===== src/acp_pkg.sv =====
// Purpose: shared constants and types for the converter control block
// Assumes: 200 MHz system clock
// Notes: times kept in ns, cycle counts derived from them
package acp_pkg;
    localparam int CLK_PERIOD_NS = 5;
    localparam int CONV_TIME_NS = 3000;
    localparam int CONV_CYCLES = (CONV_TIME_NS + CLK_PERIOD_NS - 1) / CLK_PERIOD_NS;
    localparam int RESET_TIME_NS = 5000;
    localparam int RESET_CYCLES = (RESET_TIME_NS + CLK_PERIOD_NS - 1) / CLK_PERIOD_NS;
    localparam int DATA_W = 14;
    localparam int CTRL_W = 4;
    localparam int PD_BIT = 3;
    localparam int BANK_BIT = 2;
    localparam int CHAN_LSB = 0;
    localparam logic [3:0] MODE_RESET = 4'h0;
    localparam logic [1:0] PTR_RESET = 2'h0;
    localparam int FIFO_DEPTH = 32;

    typedef struct packed {
        logic pd;
        logic bank;
        logic [1:0] nchan_m1;
    } acp_mode_s;

    typedef struct packed {
        logic [1:0] chan;
        logic [DATA_W-1:0] data;
    } acp_result_s;

    typedef enum logic [1:0] {
        ST_IDLE,
        ST_CONV,
        ST_DONE
    } acp_state_e;
endpackage : acp_pkg


===== src/acp_fifo.sv =====
// Purpose: synchronous valid/ready FIFO for conversion results
// Assumes: single clock, depth a power of two
// Notes: full and empty exact; reads of an empty FIFO are refused
`timescale 1ns/1ps
`default_nettype none
module acp_fifo #(
    parameter int WIDTH = 16,
    parameter int DEPTH = 32
) (
    // clock and reset
    input wire logic i_clock,
    input wire logic i_rst_n,
    // write side
    input wire logic i_wr_valid,
    input wire logic [WIDTH-1:0] i_wr_data,
    output logic o_wr_ready,
    // read side
    output logic o_rd_valid,
    output logic [WIDTH-1:0] o_rd_data,
    input wire logic i_rd_ready
);
    localparam int AW = $clog2(DEPTH);
    initial begin
        if (DEPTH < 2 || (1 << AW) != DEPTH) $error("acp_fifo: bad depth");
    end
    logic [WIDTH-1:0] mem_q [DEPTH];
    logic [AW:0] wp_q, wp_d, rp_q, rp_d;
    logic push, pop;

    always_comb begin
        o_wr_ready = (wp_q - rp_q) != (AW+1)'(DEPTH);
        o_rd_valid = wp_q != rp_q;
        o_rd_data = mem_q[rp_q[AW-1:0]];
        push = i_wr_valid && o_wr_ready;
        pop = o_rd_valid && i_rd_ready;
        wp_d = push ? wp_q + (AW+1)'(1) : wp_q;
        rp_d = pop ? rp_q + (AW+1)'(1) : rp_q;
    end

    always_ff @(posedge i_clock or negedge i_rst_n) begin
        if (!i_rst_n) begin
            wp_q <= '0;
            rp_q <= '0;
        end else begin
            wp_q <= wp_d;
            rp_q <= rp_d;
        end
    end

    // storage needs no reset
    always_ff @(posedge i_clock) begin
        if (push) begin
            mem_q[wp_q[AW-1:0]] <= i_wr_data;
        end
    end
endmodule : acp_fifo
`default_nettype wire


===== src/acp_ctrl.sv =====
// Purpose: digital control of a four-channel sampling converter
// Assumes: async pins resynchronised; analog results arrive on i_sample_*
// Notes: results also streamed through a 32-word FIFO
//
// Functional notes
// RULE1 - host supplies clock up to 16MHz
// RULE2 - power-on leaves done output high
// RULE3 - reset mode: bank A, one channel
// RULE4 - host waits 5us reset before converting
// RULE5 - result memory undefined after power-up
// RULE6 - mode bit three high means power-down
// RULE7 - power-down acts at write end edge
// RULE8 - power-down stops converter, interface stays
// RULE9 - bit three low wakes into coded mode
// RULE10 - host waits wake-up delay before converting
// RULE11 - results coded twos complement
// RULE12 - external demux issues four reads, latch
// RULE13 - demux holds select low whole sequence
// RULE14 - two-bit select picks latched read
// RULE15 - each channel 3us, four-entry memory
// RULE16 - control word taken at write end
// RULE17 - sample at start rise, done after last
// RULE18 - first read clears done, pointer wraps
// RULE19 - host avoids start during power-down
`timescale 1ns/1ps
`default_nettype none
module acp_ctrl #(
    parameter int CONV_CYCLES = acp_pkg::CONV_CYCLES,
    parameter int FIFO_DEPTH = acp_pkg::FIFO_DEPTH
) (
    // clock and reset
    input wire logic i_clock,
    input wire logic i_rst_n,
    // parallel interface pins
    input wire logic i_chip_select_n,
    input wire logic i_write_n,
    input wire logic i_read_n,
    input wire logic i_convert_start_n,
    input wire logic [acp_pkg::CTRL_W-1:0] i_control_word_bits,
    output logic [acp_pkg::DATA_W-1:0] o_result_data_bus,
    output logic o_result_data_oe,
    output logic o_conv_done_n,
    // analog side: sampled twos-complement codes per channel
    input wire logic [4*acp_pkg::DATA_W-1:0] i_sample_bank_a,
    input wire logic [4*acp_pkg::DATA_W-1:0] i_sample_bank_b,
    // status and control to analog
    output logic o_power_down,
    output logic o_hold,
    output logic o_bank_b,
    output logic [1:0] o_active_channel,
    // result stream
    output logic o_stream_valid,
    output logic [acp_pkg::DATA_W+1:0] o_stream_data,
    input wire logic i_stream_ready
);
    localparam int DW = acp_pkg::DATA_W;
    localparam int CW = $clog2(CONV_CYCLES + 1);
    initial begin
        if (CONV_CYCLES < 1) $error("acp_ctrl: CONV_CYCLES must be >= 1");
        if (FIFO_DEPTH < 2) $error("acp_ctrl: FIFO_DEPTH must be >= 2");
    end

    // ****************************************
    // pin synchronisers
    // ****************************************
    // strobes idle high after reset, so no false edge follows it
    logic [3:0] s1_q, s2_q, s3_q;
    // control bits need no edge, only a stable value at capture
    logic [3:0] cw1_q, cw2_q;
    always_ff @(posedge i_clock or negedge i_rst_n) begin
        if (!i_rst_n) begin
            s1_q <= 4'hF;
            s2_q <= 4'hF;
            s3_q <= 4'hF;
            cw1_q <= 4'h0;
            cw2_q <= 4'h0;
        end else begin
            s1_q <= {i_chip_select_n, i_write_n, i_read_n, i_convert_start_n};
            s2_q <= s1_q;
            s3_q <= s2_q;
            cw1_q <= i_control_word_bits;
            cw2_q <= cw1_q;
        end
    end

    logic wr_act, wr_act_p;
    logic rd_act, rd_act_p;
    logic wr_end, rd_fall, rd_rise, cvs_rise;
    always_comb begin
        // write active only while both strobes low; end = either rises
        wr_act = !s2_q[3] && !s2_q[2];
        wr_act_p = !s3_q[3] && !s3_q[2];
        rd_act = !s2_q[3] && !s2_q[1];
        rd_act_p = !s3_q[3] && !s3_q[1];
        wr_end = wr_act_p && !wr_act; // RULE16
        rd_fall = rd_act && !rd_act_p;
        rd_rise = rd_act_p && !rd_act;
        cvs_rise = s2_q[0] && !s3_q[0];
    end

    // ****************************************
    // mode register
    // ****************************************
    acp_pkg::acp_mode_s mode_q, mode_d;
    always_comb begin
        mode_d = mode_q;
        if (wr_end) begin
            // capture lags strobes by sync depth; data held by host
            mode_d = acp_pkg::acp_mode_s'(cw2_q); // RULE6 RULE7 RULE9
        end
    end
    always_ff @(posedge i_clock or negedge i_rst_n) begin
        if (!i_rst_n) begin
            mode_q <= acp_pkg::acp_mode_s'(acp_pkg::MODE_RESET); // RULE3
        end else begin
            mode_q <= mode_d;
        end
    end

    // ****************************************
    // conversion sequencer and memory
    // ****************************************
    function automatic logic [DW-1:0] pick(
        input logic [4*DW-1:0] bank,
        input logic [1:0] idx
    );
        pick = bank[idx*DW +: DW];
    endfunction : pick

    acp_pkg::acp_state_e st_q, st_d;
    logic [CW-1:0] cnt_q, cnt_d;
    logic [1:0] ch_q, ch_d;
    logic [1:0] nch_q, nch_d;
    logic [1:0] ptr_q, ptr_d;
    logic bank_q, bank_d;
    logic done_n_q, done_n_d;
    logic wr_mem;
    logic [DW-1:0] mem_q [4];
    logic [DW-1:0] smp;
    logic [DW-1:0] dout_q, dout_d;
    logic oe_q, oe_d;
    logic push_v;
    logic fifo_rdy;

    always_comb begin
        st_d = st_q;
        cnt_d = cnt_q;
        ch_d = ch_q;
        nch_d = nch_q;
        bank_d = bank_q;
        // read edges first: a coinciding done or start must win
        done_n_d = rd_fall ? 1'b1 : done_n_q; // RULE18
        ptr_d = ptr_q;
        if (rd_rise) begin
            ptr_d = (ptr_q == nch_q) ? 2'h0 : ptr_q + 2'h1; // RULE18
        end
        wr_mem = 1'b0;
        smp = bank_q ? pick(i_sample_bank_b, ch_q)
                     : pick(i_sample_bank_a, ch_q); // RULE11
        unique case (st_q)
            acp_pkg::ST_IDLE: begin
                // starts ignored while powered down
                if (cvs_rise && !mode_q.pd) begin // RULE8 RULE17
                    st_d = acp_pkg::ST_CONV;
                    cnt_d = '0;
                    ch_d = 2'h0;
                    nch_d = mode_q.nchan_m1;
                    // bank and count latched: a sequence keeps its mode
                    bank_d = mode_q.bank;
                    ptr_d = acp_pkg::PTR_RESET;
                end
            end
            acp_pkg::ST_CONV: begin
                // power-down cuts the sequence; the channel in progress is lost, finished ones stay in memory and stream
                if (mode_q.pd) begin
                    st_d = acp_pkg::ST_IDLE; // RULE7 RULE8
                end else if (cnt_q == CW'(CONV_CYCLES - 1)) begin // RULE15
                    wr_mem = 1'b1;
                    cnt_d = '0;
                    if (ch_q == nch_q) begin
                        st_d = acp_pkg::ST_DONE;
                    end else begin
                        ch_d = ch_q + 2'h1;
                    end
                end else begin
                    cnt_d = cnt_q + CW'(1);
                end
            end
            acp_pkg::ST_DONE: begin
                // one cycle here lets the last result land first
                done_n_d = 1'b0; // RULE17
                st_d = acp_pkg::ST_IDLE;
            end
        endcase
        oe_d = rd_act; // rd_act already needs select low
        dout_d = rd_fall ? mem_q[ptr_q] : dout_q;
    end

    always_ff @(posedge i_clock or negedge i_rst_n) begin
        if (!i_rst_n) begin
            st_q <= acp_pkg::ST_IDLE;
            cnt_q <= '0;
            ch_q <= 2'h0;
            nch_q <= 2'h0;
            bank_q <= 1'b0;
            done_n_q <= 1'b1; // RULE2
            ptr_q <= acp_pkg::PTR_RESET;
            dout_q <= '0;
            oe_q <= 1'b0;
        end else begin
            st_q <= st_d;
            cnt_q <= cnt_d;
            ch_q <= ch_d;
            nch_q <= nch_d;
            bank_q <= bank_d;
            done_n_q <= done_n_d;
            ptr_q <= ptr_d;
            dout_q <= dout_d;
            oe_q <= oe_d;
        end
    end

    // result memory left unreset: contents undefined at power-up
    // a word changes only at its channel's end, even mid-read; the bus keeps the copy taken at read fall
    always_ff @(posedge i_clock) begin
        if (wr_mem) begin
            mem_q[ch_q] <= smp; // RULE5 RULE15
        end
    end

    // ****************************************
    // result stream
    // ****************************************
    // stream drops results when full; pin readout is never stalled
    always_comb begin
        push_v = wr_mem && fifo_rdy;
    end
    // output register loads when empty or taken: one word beyond FIFO
    logic sv_q, sv_d;
    logic fv;
    logic [DW+1:0] fd;
    acp_fifo #(.WIDTH(DW + 2), .DEPTH(FIFO_DEPTH)) u_fifo (
        .i_clock(i_clock),
        .i_rst_n(i_rst_n),
        .i_wr_valid(push_v),
        .i_wr_data({ch_q, smp}),
        .o_wr_ready(fifo_rdy),
        .o_rd_valid(fv),
        .o_rd_data(fd),
        .i_rd_ready(!sv_q || i_stream_ready)
    );
    logic [DW+1:0] sd_q, sd_d;
    always_comb begin
        sv_d = sv_q;
        sd_d = sd_q;
        if (!sv_q || i_stream_ready) begin
            sv_d = fv;
            sd_d = fv ? fd : sd_q;
        end
    end
    always_ff @(posedge i_clock or negedge i_rst_n) begin
        if (!i_rst_n) begin
            sv_q <= 1'b0;
            sd_q <= '0;
        end else begin
            sv_q <= sv_d;
            sd_q <= sd_d;
        end
    end

    // ****************************************
    // outputs
    // ****************************************
    // every output leaves straight from a register
    logic pd_q;
    logic hold_q;
    logic bankb_q;
    logic [1:0] act_q;
    always_ff @(posedge i_clock or negedge i_rst_n) begin
        if (!i_rst_n) begin
            pd_q <= 1'b0;
            hold_q <= 1'b0;
            bankb_q <= 1'b0;
            act_q <= 2'h0;
        end else begin
            pd_q <= mode_d.pd; // RULE8
            hold_q <= (st_d == acp_pkg::ST_CONV);
            bankb_q <= (st_d == acp_pkg::ST_CONV) ? bank_d : mode_d.bank;
            act_q <= ch_d;
        end
    end
    assign o_power_down = pd_q;
    assign o_hold = hold_q;
    assign o_bank_b = bankb_q;
    assign o_active_channel = act_q;
    assign o_conv_done_n = done_n_q;
    assign o_result_data_bus = dout_q;
    assign o_result_data_oe = oe_q;
    assign o_stream_valid = sv_q;
    assign o_stream_data = sd_q;
endmodule : acp_ctrl
`default_nettype wire


===== config.mk =====
export PLATFORM = sky130hd
export DESIGN_NAME = acp_ctrl
export DESIGN_NICKNAME = d
export VERILOG_FILES = /design/src/acp_pkg.sv /design/src/acp_fifo.sv /design/src/acp_ctrl.sv
export SDC_FILE = /design/constraint.sdc
export NUM_CORES = 1
export LEC_CHECK = 0
export BUFFER_PORTS_ARGS = -buffer_cell sky130_fd_sc_hd__clkbuf_2
export CORE_ASPECT_RATIO = 2
export CORE_MARGIN = 2
export CORE_UTILIZATION = 40
export CTS_CLUSTER_DIAMETER = 120
export DETAILED_ROUTE_END_ITERATION = 6
export GPL_ROUTABILITY_DRIVEN = 0
export PLACE_DENSITY = 0.63
export SETUP_SLACK_MARGIN = 0.4
export SLEW_MARGIN = 20
export SYNTH_ARGS = -nofsm -noshare
export SYNTH_HDL_FRONTEND = slang
export SYNTH_SLANG_ARGS = --single-unit
export TNS_END_PERCENT = 30

===== constraint.sdc =====
create_clock -name i_clock -period 3.19 [get_ports i_clock]
set_clock_uncertainty 0.1 [all_clocks]
set_input_delay 0.1595 -clock i_clock [delete_from_list [all_inputs] [get_ports i_clock]]
set_output_delay 0.1595 -clock i_clock [all_outputs]
set_load 0.02 [all_outputs]

==> run metrics <==
outcome complete, no violations; setup ws final 0.3408 ns; final hold viol count 0; Compound-Gate Fraction of Synth Area 0.03451; critical path class flip-flop to flip-flop; Peak VDD IR 0.9112 mV; Post-Synth Adder-Cell Area 0.008543; Critical Path RT 3.33 ns; DRT Pass-1 Iters 5; largest family of logic cells by synthesized area multiplexers; Tot GR Track Use 0.1824; sequential standard cell area a little under 20,000 um2; via count 13,870; CP startpoint kind flip-flop; synthesized-area fraction occupied by and/or/nand/nor cells 0.04775; sequential-to-total area share from yosys stat 0.7331; Synth cell types 56; DP Cell Count between 2,000 and 2,500; flops & latches, synth 658; worst-margin pin slew ~1.1 ns; Post-Route WL 61,770 um; Clock Tree Buf Depth 3; final hold slack 0.08666 ns; synth warn 0; core area 65,400 um2; initial cell density of the core 0.4031; Hold Path Class input pin to async pin; global-route wire length before repair between 90,000 and 100,000 um; num rows 133; CTS tree done; largest net degree at the start of global routing 100; syn nets 1,522; root buf cell clkbuf_16; CTS sink cnt 658; I/O pin cnt 161; synthesis-to-layout area growth 18.10%; Die W approximately 190 um; DRT iter0 DRCs 1,196; Port Buffers 160; multi-input logic area 6963 um2; CP arrival 2.99 ns; Main synth FF type edfxtp_1; CP Capture Type flip-flop; minimum clock period 2.849 ns; fin nets between 1,500 and 2,000; Post-Syn Area roughly 26,000 um2; Max Clk Rate 351.0 MHz; fill count around 5,500; Post-DRT Antenna Nets 0; antenna violations before repair 3; Syn Inst Count 1,381; htree depth 2; Reg clk slew, reported paths 0.06 ns; GRT overflow 0; max cap viols 0; Post-synth EDFFs 568; share of cells above drive strength 1 0.3606; Max-slew headroom 0.2869; TritonCTS Buffers 59; WL/cell 24.23 um; DP HPWL 37,550 um; Max Slew Vio Count 0; Remaining DRCs 0; XOR/XNOR Fraction of Synth Area 0.005316; worst-skew pair later-pin latency around 0.6 ns; ys async rst share 0.1368; die height 367.1 um; Avg Cell Area, Syn around 19 um2; Sum Neg Setup Slack 0 ns; die area 68,100 um2; CP max FO 16; Cell Count, Final, Fillers Out roughly 2,500; DR vias/cell 5.442; final worst path period share 0.8932; RSZ-0062 raised after global routing yes; leakage 0.01028 uW; pre-CTS WS 0.06049 ns; mux share of post-synthesis cell area 0.1551; Final Util 0.4761; Ant. Diodes 0; pwr/cell area 798.9 nW/um2; vias in the first global route 14,040; setup violators final 0
-- cells in the final DEF, fill, tap and decap left out, types with 15 or more instances in the layout --
| master | count |
|---|---|
| a21oi_1 | 43 |
| a22oi_1 | 32 |
| a31oi_1 | 20 |
| buf_12 | 15 |
| buf_4 | 66 |
| clkbuf_16 | 59 |
| clkbuf_2 | 159 |
| clkinv_2 | 15 |
| dfrtp_1 | 71 |
| edfxtp_1 | 568 |
| ha_1 | 15 |
| mux2_2 | 22 |
| mux4_2 | 170 |
| nand2_1 | 121 |
| nand3_1 | 37 |
| nor2_1 | 30 |
| nor2_4 | 29 |
| o21ai_0 | 15 |
-- synth_stat cells (all sizes together), types with 18 or more instances --
library cell  count  area share
dfrtp            77       0.073
nand3            38      0.0072
o21ai            19      0.0036
mux2             23      0.0098
a31oi            20      0.0047
a21oi            44      0.0084
nor2             62      0.0088
a22oi            32      0.0091
edfxtp          568        0.65
nand2           121       0.017
ha               18      0.0085
clkbuf           32      0.0046
buf              41      0.0092
mux4            170        0.15
-- cell type report --
type	instances	area share
Sequential cell	658	0.6211
Inverter	14	0.001889
Timing Repair Buffer	254	0.05650
Clock buffer	68	0.04915
Tap cell	877	0.03524
Clock inverter	42	0.01246
Multi-Input combinational cell	636	0.2236
-- report_power, final --
part / internal, uW / switching [uW] / total [uW]
logic: 2930 / 4310 / 7240
clock network: 3860 / 3130 / 7000
registers: 10200 / 445 / 10600
total: 17000 / 7890 / 24900
-- worst paths after layout --
kind / cells past startpoint / endpoint / slack [ns] / from
max: 8 / u_fifo.mem_q[27][15]$_DFFE_PP_ / 0.34 / u_fifo.wp_q[1]$_DFFE_PN0P_
min: 2 / o_stream_valid$_DFFE_PN0P_ / 0.09 / i_rst_n
max reg2reg: 8 / u_fifo.mem_q[27][15]$_DFFE_PP_ / 0.34 / u_fifo.wp_q[1]$_DFFE_PN0P_
min reg2reg: 0 / cw2_q[0]$_DFF_PN0_ / 0.25 / cw1_q[0]$_DFF_PN0_
max in group asynchronous: 3 / u_fifo.rp_q[5]$_DFFE_PN0P_ / 2.11 / i_rst_n
min in group i_clock: 2 / s1_q[2]$_DFF_PN1_ / 0.10 / i_write_n
-- through the flow --
stage | instance area (um2) | total power [uW]
finish | 31130 | 24870
global route | 31130 | 25940
CTS | 30930 | 25090
detailed placement | 28700 | 18080
global placement | 28700 | 18020
floorplan | 26670 | 15610
-- cell families after synthesis --
| family | Yosys count |
|---|---|
| compound gates | 137 |
| simple gates | 272 |
| xor+xnor | 16 |
| fa+ha+maj | 18 |
| flops | 658 |
| buf+inv | 87 |
| mux | 193 |
-- per-layer routing --
metal,routed length [um],GRT usage,vias to the layer above
li1,-,-,6045
met1,25350,0.2566,7193
met2,30090,0.2900,532
met3,4399,0.03173,99
met4,1914,0.05693,2
met5,13,0,-
-- registers in the layout, summed over array words and instances, names as in the netlist, 3 cells and up --
name,flops
mode_q,3
cw2_q,4
s2_q,4
u_fifo.wp_q,6
cw1_q,4
s3_q,4
s1_q,4
o_stream_data,16
u_fifo.mem_q,512
cnt_q,10
mem_q,56
u_fifo.rp_q,6
o_result_data_bus,14
-- timing repair --
item | CTS | global route
hold buffers | 10 | 0
pin swaps | 6 | 7
gates cloned | 0 | 0
endpoints found under the hold margin | 55 | 0
endpoints found under the setup margin | 494 | 454
gates resized for setup | 11 | 10
buffers inserted | 14 | 10
-- critical path, stage by stage (launching register included) --
cell and delay (ns):
dfrtp_1 0.48, ha_4 0.35, nand3b_1 0.14, a31oi_1 0.25, o21a_2 0.23, buf_4 0.17
o311ai_4 0.14, buf_4 0.20, nor2_4 0.43
(Power assumes the default switching activity.)
